[src/hw/eip_pkg.sv]
`default_nettype none

package eip_pkg;

	// Bus geometry.
	localparam int unsigned ADDR_W = 12;
	localparam int unsigned DATA_W = 32;
	localparam int unsigned STRB_W = 4;
	localparam int unsigned REG_W  = 16;
	localparam int unsigned EXT_N  = 5;

	// Register byte offsets, one aligned word each.
	localparam logic [11:0] OFS_CTRL_TWO   = 12'h000;
	localparam logic [11:0] OFS_FLAG_ZERO  = 12'h004;
	localparam logic [11:0] OFS_EVT_STATUS = 12'h008;
	localparam logic [11:0] OFS_EVT_MASK   = 12'h00c;

	// Bit positions in the flag, event status and event mask registers.
	localparam int unsigned BIT_EXT0       = 0;
	localparam int unsigned BIT_CAPTURE1   = 1;
	localparam int unsigned BIT_COMPARE1   = 2;
	localparam int unsigned BIT_TIMER1     = 3;
	localparam int unsigned BIT_CAPTURE2   = 5;
	localparam int unsigned BIT_COMPARE2   = 6;
	localparam int unsigned BIT_TIMER2     = 7;
	localparam int unsigned BIT_TIMER3     = 8;
	localparam int unsigned BIT_SYNC_FAULT = 9;
	localparam int unsigned BIT_SYNC_EVENT = 10;
	localparam int unsigned BIT_SERIAL_RX  = 11;
	localparam int unsigned BIT_SERIAL_TX  = 12;
	localparam int unsigned BIT_ADC_DONE   = 13;

	// Polarity bits of the second control register sit at bits 4 down to 0.
	localparam int unsigned BIT_EXT1_POL = 1;
	localparam int unsigned BIT_EXT2_POL = 2;

	// Implemented-bit masks and reset values.
	localparam logic [15:0] FLAG_IMPL_MASK = 16'h3fef;
	localparam logic [15:0] CTRL_IMPL_MASK = 16'h001f;
	localparam logic [15:0] FLAG_RESET     = 16'h0000;
	localparam logic [15:0] CTRL_RESET     = 16'h0000;
	localparam logic [15:0] EVT_RESET      = 16'h0000;
	localparam logic [15:0] MASK_RESET     = 16'h0000;

	// Polarity encoding: one selects the falling edge.
	localparam logic POL_FALLING = 1'b1;

endpackage : eip_pkg

`default_nettype wire

[src/hw/eip_edge_detect.sv]
`timescale 1ns/1ps
`default_nettype none

module eip_edge_detect
(
	input  wire logic pclk,
	input  wire logic presetn,
	input  wire logic clk_en,
	input  wire logic pin,
	input  wire logic falling_sel,
	output logic      edge_pulse
);

	logic prev_ff;
	logic primed_ff;

	// The first enabled cycle after reset only samples the pin, so a pin
	// that is already high does not fake a rising edge.
	always_ff @(posedge pclk or negedge presetn)
	begin
		if (!presetn)
		begin
			prev_ff   <= 1'b0;
			primed_ff <= 1'b0;
		end
		else if (clk_en)
		begin
			prev_ff   <= pin;
			primed_ff <= 1'b1;
		end
	end

	always_comb
	begin
		if (falling_sel == eip_pkg::POL_FALLING)
			edge_pulse = clk_en & primed_ff & prev_ff & ~pin;
		else
			edge_pulse = clk_en & primed_ff & ~prev_ff & pin;
	end
endmodule : eip_edge_detect

`default_nettype wire

[src/hw/eip_irq_bank.sv]
// The implementer's own choices: the APB slave port and the register addresses.
`timescale 1ns/1ps
`default_nettype none

module eip_irq_bank
(
	input  wire logic                          pclk,
	input  wire logic                          presetn,
	input  wire logic                          clk_en,
	input  wire logic                          psel,
	input  wire logic                          penable,
	input  wire logic                          pwrite,
	input  wire logic [eip_pkg::ADDR_W-1:0]    paddr,
	input  wire logic [eip_pkg::DATA_W-1:0]    pwdata,
	input  wire logic [eip_pkg::STRB_W-1:0]    pstrb,
	output logic [eip_pkg::DATA_W-1:0]         prdata,
	output logic                               pready,
	output logic                               pslverr,
	input  wire logic [eip_pkg::EXT_N-1:0]     ext_pin,
	input  wire logic                          adc_done_req,
	input  wire logic                          serial1_tx_req,
	input  wire logic                          serial1_rx_req,
	input  wire logic                          sync1_event_req,
	input  wire logic                          sync1_fault_req,
	input  wire logic                          timer_three_req,
	input  wire logic                          timer_two_req,
	input  wire logic                          compare_two_req,
	input  wire logic                          capture_two_req,
	input  wire logic                          timer_one_req,
	input  wire logic                          compare_one_req,
	input  wire logic                          capture_one_req,
	output logic [eip_pkg::EXT_N-1:0]          ext_edge_pulse,
	output logic                               irq
);

	logic [eip_pkg::REG_W-1:0]  ctrl_ff;
	logic [eip_pkg::REG_W-1:0]  flag_ff;
	logic [eip_pkg::REG_W-1:0]  evt_ff;
	logic [eip_pkg::REG_W-1:0]  mask_ff;
	logic [eip_pkg::REG_W-1:0]  nxt_ctrl;
	logic [eip_pkg::REG_W-1:0]  nxt_flag;
	logic [eip_pkg::REG_W-1:0]  nxt_evt;
	logic [eip_pkg::REG_W-1:0]  nxt_mask;
	logic [eip_pkg::REG_W-1:0]  hw_set;
	logic [eip_pkg::DATA_W-1:0] prdata_ff;
	logic [eip_pkg::DATA_W-1:0] nxt_prdata;
	logic                       pslverr_ff;
	logic                       held_ff;
	logic                       setup_phase;
	logic                       acc_done;
	logic                       wr_ctrl;
	logic                       wr_flag;
	logic                       wr_mask;
	logic                       rd_evt;

	function automatic logic reg_hit(
		input logic [eip_pkg::ADDR_W-1:0] addr,
		input logic [eip_pkg::ADDR_W-1:0] ofs
	);
		reg_hit = (addr == ofs);
	endfunction : reg_hit

	// Only the two low byte lanes carry register bits.
	function automatic logic [eip_pkg::REG_W-1:0] merge_lanes(
		input logic [eip_pkg::REG_W-1:0]  old_val,
		input logic [eip_pkg::DATA_W-1:0] wdata,
		input logic [eip_pkg::STRB_W-1:0] strb,
		input logic [eip_pkg::REG_W-1:0]  impl
	);
		logic [eip_pkg::REG_W-1:0] res;
		res = old_val;
		if (strb[0])
			res[7:0] = wdata[7:0];
		if (strb[1])
			res[15:8] = wdata[15:8];
		merge_lanes = res & impl;
	endfunction : merge_lanes

	genvar gi;
	generate
		for (gi = 0; gi < eip_pkg::EXT_N; gi++)
		begin : g_ext
			eip_edge_detect u_edge
			(
				.pclk        (pclk),
				.presetn     (presetn),
				.clk_en      (clk_en),
				.pin         (ext_pin[gi]),
				.falling_sel (ctrl_ff[gi]),
				.edge_pulse  (ext_edge_pulse[gi])
			);
		end
	endgenerate

	// APB: read data is captured in the setup cycle, so the access phase
	// completes in its first cycle unless the clock enable is low.
	assign setup_phase = psel & ~penable;
	assign pready      = psel & penable & clk_en & held_ff;
	assign acc_done    = pready;
	assign pslverr     = pready & pslverr_ff;
	assign prdata      = prdata_ff;

	assign wr_ctrl = acc_done & pwrite & reg_hit(paddr, eip_pkg::OFS_CTRL_TWO);
	assign wr_flag = acc_done & pwrite & reg_hit(paddr, eip_pkg::OFS_FLAG_ZERO);
	assign wr_mask = acc_done & pwrite & reg_hit(paddr, eip_pkg::OFS_EVT_MASK);
	assign rd_evt  = acc_done & ~pwrite & reg_hit(paddr, eip_pkg::OFS_EVT_STATUS);

	always_ff @(posedge pclk or negedge presetn)
	begin
		if (!presetn)
			held_ff <= 1'b0;
		else if (clk_en)
		begin
			if (setup_phase)
				held_ff <= 1'b1;
			else if (acc_done)
				held_ff <= 1'b0;
		end
	end

	always_comb
	begin
		nxt_prdata = '0;
		if (reg_hit(paddr, eip_pkg::OFS_CTRL_TWO))
			nxt_prdata[eip_pkg::REG_W-1:0] = ctrl_ff;
		else if (reg_hit(paddr, eip_pkg::OFS_FLAG_ZERO))
			nxt_prdata[eip_pkg::REG_W-1:0] = flag_ff;
		else if (reg_hit(paddr, eip_pkg::OFS_EVT_STATUS))
			nxt_prdata[eip_pkg::REG_W-1:0] = evt_ff;
		else if (reg_hit(paddr, eip_pkg::OFS_EVT_MASK))
			nxt_prdata[eip_pkg::REG_W-1:0] = mask_ff;
	end

	always_ff @(posedge pclk or negedge presetn)
	begin
		if (!presetn)
		begin
			prdata_ff  <= '0;
			pslverr_ff <= 1'b0;
		end
		else if (clk_en && setup_phase)
		begin
			prdata_ff  <= pwrite ? '0 : nxt_prdata;
			pslverr_ff <= ~(reg_hit(paddr, eip_pkg::OFS_CTRL_TWO)
				| reg_hit(paddr, eip_pkg::OFS_FLAG_ZERO)
				| reg_hit(paddr, eip_pkg::OFS_EVT_STATUS)
				| reg_hit(paddr, eip_pkg::OFS_EVT_MASK));
		end
	end

	always_comb
	begin
		hw_set = '0;
		hw_set[eip_pkg::BIT_EXT0]       = ext_edge_pulse[0];
		hw_set[eip_pkg::BIT_CAPTURE1]   = capture_one_req;
		hw_set[eip_pkg::BIT_COMPARE1]   = compare_one_req;
		hw_set[eip_pkg::BIT_TIMER1]     = timer_one_req;
		hw_set[eip_pkg::BIT_CAPTURE2]   = capture_two_req;
		hw_set[eip_pkg::BIT_COMPARE2]   = compare_two_req;
		hw_set[eip_pkg::BIT_TIMER2]     = timer_two_req;
		hw_set[eip_pkg::BIT_TIMER3]     = timer_three_req;
		hw_set[eip_pkg::BIT_SYNC_FAULT] = sync1_fault_req;
		hw_set[eip_pkg::BIT_SYNC_EVENT] = sync1_event_req;
		hw_set[eip_pkg::BIT_SERIAL_RX]  = serial1_rx_req;
		hw_set[eip_pkg::BIT_SERIAL_TX]  = serial1_tx_req;
		hw_set[eip_pkg::BIT_ADC_DONE]   = adc_done_req;
	end

	assign nxt_ctrl = wr_ctrl ? merge_lanes(ctrl_ff, pwdata, pstrb, eip_pkg::CTRL_IMPL_MASK)
		: ctrl_ff;

	always_ff @(posedge pclk or negedge presetn)
	begin
		if (!presetn)
			ctrl_ff <= eip_pkg::CTRL_RESET;
		else if (clk_en)
			ctrl_ff <= nxt_ctrl;
	end

	// The hardware set is ORed in after the software write, so a request in
	// the cycle of a clearing write is never lost.
	always_comb
	begin
		nxt_flag = flag_ff;
		if (wr_flag)
			nxt_flag = merge_lanes(flag_ff, pwdata, pstrb, eip_pkg::FLAG_IMPL_MASK);
		nxt_flag = (nxt_flag | hw_set) & eip_pkg::FLAG_IMPL_MASK;
	end

	always_ff @(posedge pclk or negedge presetn)
	begin
		if (!presetn)
			flag_ff <= eip_pkg::FLAG_RESET;
		else if (clk_en)
			flag_ff <= nxt_flag;
	end

	// A status read clears only the bits it returned, so an event landing
	// between the setup capture and the access edge stays pending.
	always_comb
	begin
		nxt_evt = evt_ff;
		if (rd_evt)
			nxt_evt = evt_ff & ~prdata_ff[eip_pkg::REG_W-1:0];
		nxt_evt = (nxt_evt | hw_set) & eip_pkg::FLAG_IMPL_MASK;
	end

	assign nxt_mask = wr_mask ? merge_lanes(mask_ff, pwdata, pstrb, eip_pkg::FLAG_IMPL_MASK)
		: mask_ff;

	always_ff @(posedge pclk or negedge presetn)
	begin
		if (!presetn)
		begin
			evt_ff  <= eip_pkg::EVT_RESET;
			mask_ff <= eip_pkg::MASK_RESET;
		end
		else if (clk_en)
		begin
			evt_ff  <= nxt_evt;
			mask_ff <= nxt_mask;
		end
	end

	assign irq = |(evt_ff & mask_ff);
endmodule : eip_irq_bank

`default_nettype wire

[config.mk]
export PLATFORM = sky130hd
export DESIGN_NAME = eip_irq_bank
export DESIGN_NICKNAME = d
export VERILOG_FILES = /design/src/hw/eip_pkg.sv /design/src/hw/eip_edge_detect.sv /design/src/hw/eip_irq_bank.sv
export SDC_FILE = /design/constraint.sdc
export NUM_CORES = 1
export LEC_CHECK = 0
export CORE_UTILIZATION = 57
export CTS_BUF_LIST = sky130_fd_sc_hd__clkbuf_8 sky130_fd_sc_hd__clkbuf_16
export DETAILED_ROUTE_END_ITERATION = 8
export DONT_BUFFER_PORTS = 1
export PLACE_DENSITY = 0.75
export SLEW_MARGIN = 20
export SYNTH_ARGS = -nofsm -noshare
export SYNTH_HDL_FRONTEND = slang
export SYNTH_SLANG_ARGS = --single-unit
[constraint.sdc]
create_clock -name pclk -period 1.98 [get_ports pclk]
set_clock_uncertainty 0.1 [all_clocks]
set_input_delay 0.297 -clock pclk [delete_from_list [all_inputs] [get_ports pclk]]
set_output_delay 0.297 -clock pclk [all_outputs]
set_load 0.02 [all_outputs]
==> impl_metrics.ini <==
[run_status]
status = completed

[yosys]
ys_seq_area_frac = 0.485
synth_edf_count = 0
syn-mean-instance-area_sq_um = 10.0
synthFlopType = dfrtp_1
synth_cell_types = 40
yosysWarnings = 0
synthCells = 339
synthArstFlopShare = 1.00
synth_area_sq_mm = 0.00340
yosys_register_bits = 66

[layout]
antenna_cells = 0
nets = 435
final_cell_mix = dfrtp_1 (66), nand2_1 (42), nand3_1 (27)
drive_gt1_frac = 0.198
fillCellCount = 444
fin_area_sq_mm = 0.00389
layout_commonest_cell = dfrtp_1
fin_util = 0.690
area_delta_synth_final_pct = 14.3

[global_route]
antenna_found_initial = 0
track_usage = 0.296
first_global_vias = 2680
overflow = 0
grt_pass1_wl_mm = 13.6
grt_max_degree = 67

[placed_design]
gp_routability_congestion = 0.822
portBuffers = 0
place_hpwl_mm = 5.46
placed_area_sq_mm = 0.00343

[timing]
hold_violations = 0
slew_violations = 0
fin_setup_tns_ps = 0
clock.fmax_mhz = 526
setup_viol = 0
period_share = 0.961
min_period_ps = 1900
rsz0062_at_grt = no

[routing]
drc = 0
dr_total_vias = 2678
dr.pass1.iters = 5
via_per_inst = 6.09
wl_per_cell_um = 19.1
drt_wl_total_mm = 8.39
drt_iter0_markers = 257
antenna_left = 0

[floorplanning]
ios = 111
initial_core_util = 0.603
placement_rows = 27
die_h_um = 79.3
die_area_sq_mm = 0.00628
die-width_um = 79.3
core-area_sq_mm = 0.00564

[critical_path]
r2r-end = mask_ff[7]$_DFFE_PN0P_
cp_max_fo = 3
arrival_ps = 1510
worstSetupStartpointType = register
reg2reg_setup_slack_ps = 190
cp_top_family = compound AO/OA/AOI/OAI gates
critical_path.cell_chain = a22oi_1, nand2_1, a221oi_2, nand3_2
slowest_delay_ps = 410
cp.required_ps = 1580
r2r_cells = 5
critical_path_buf_inv_count = 0
endpoint_kind = output pin
crit_type = register to output pin
cp_slowest_cell = dfrtp_1
r2r_start = held_ff$_DFFE_PN0P_

[cts]
ctsRootBufferMaster = clkbuf_8
cts_tree = built
clockBufferDepth = 2
clock_sinks = 66
clk_latency_ps = 350
htreeDepth = 3
numCtsBuffers = 9
clkTransAtPathRegs_ps = 70

[worst_hold_path]
hold_start = pwdata[7]
hp-class = primary input to register
whs_path_depth = 2
min_to = flag_ff[7]$_DFFE_PN0P_

[flow_run]
maxCapViolations = 0

[power]
powerDensity_mw_per_mm2 = 671
p_leak_nw = 1.63
ir_drop_v = 0.000450
==> layout make-up <==
type	instances	area, sq um	area share
inverters	1	3.75	0.000965
flip-flops and latches	66	1650	0.424
multi-input cells	246	1580	0.407
repair buffers	40	392	0.101
clock buffers	11	151	0.0389
well taps	72	90.1	0.0232
clock inverters	4	20.0	0.00514
==> metrics by stage <==
stage	hold WS, ps	worst slack [ps]	power (mW)	std cells
after global routing	6.27	0.0103	2.71	440
after detailed placement	-97.3	-233	1.54	401
after floorplan	-98.6	-209	1.58	356
final	8.11	77.5	2.61	440
after global placement	-96.9	-206	1.54	401
after CTS	0.230	6.14	2.62	439
==> kinds of logic after synthesis <==
| logic type | share of synthesized area |
|---|---|
| and+or+nand+nor | 0.177 |
| AOI/OAI and AO/OA | 0.158 |
| DFF | 0.485 |
| buffers and inverters | 0.0908 |
| muxes | 0.0879 |
| other | 0.00110 |
==> registers in the layout, summed over array words and instances (netlist names) <==
register                cells
pslverr_ff                  1
ctrl_ff                     5
flag_ff                    13
mask_ff                    13
evt_ff                     13
g_ext.u_edge.prev_ff        5
g_ext.u_edge.primed_ff      1
held_ff                     1
prdata                     14
==> worst reg2reg max path, cell delays in order (launching register included) <==
cell	delay (ps)
dfrtp_1	340
and4_1	280
nand3_2	130
nor4_4	270
buf_4	210
mux2_1	340
==> cell usage after synthesis, drive strengths merged, types with 3 or more instances <==
master  instances  area share
nor4            3       0.014
nor2           21       0.025
buf            34       0.080
mux2           23       0.076
o31ai           5       0.011
nand2          42       0.046
dfrtp          66        0.49
a21oi          17       0.025
or4             5       0.014
clkbuf          9      0.0099
mux2i           4       0.012
or2             5      0.0099
nand3          29       0.044
o21ai          27       0.040
a21o            9       0.020
a31oi          13       0.024
o221ai          9       0.023
==> where the power goes <==
part	internal [mW]	switching (mW)
sequential	1.36	0.0103
clock	0.504	0.505
combinational	0.0912	0.136
==> per-layer routing <==
layer	track usage	routed length [um]	vias to the layer above
li1	-	-	1235
met1	0.368	3470	1305
met2	0.484	4160	126
met3	0.0713	608	12
met4	0.138	147	0
met5	0	0	-
==> worst max-delay path by stage <==
stage                                start                 endpoint  slack [ps]  depth (start not counted)
detailed placement                paddr[1]  mask_ff[10]$_DFFE_PN0P_        -230                          5
finish              evt_ff[12]$_DFFE_PN0P_                      irq          80                          4
global placement                  paddr[1]   mask_ff[8]$_DFFE_PN0P_        -210                          5
CTS                 ctrl_ff[0]$_DFFE_PN0P_        ext_edge_pulse[0]           6                          3
floorplan                         paddr[5]   ctrl_ff[0]$_DFFE_PN0P_        -210                          5
global route        evt_ff[12]$_DFFE_PN0P_                      irq        0.01                          4
==> repair_timing <==
action / 4_1_cts / 5_1_grt
cloned: 0 / 0
hold buffers: 23 / 0
setup buffers: 0 / 1
endpoints found under the setup margin: 2 / 2
hold endpoints to repair: 97 / 0
pin swaps: 2 / 2
gates resized for setup: 5 / 2
Power figures use the tool's default switching activity.
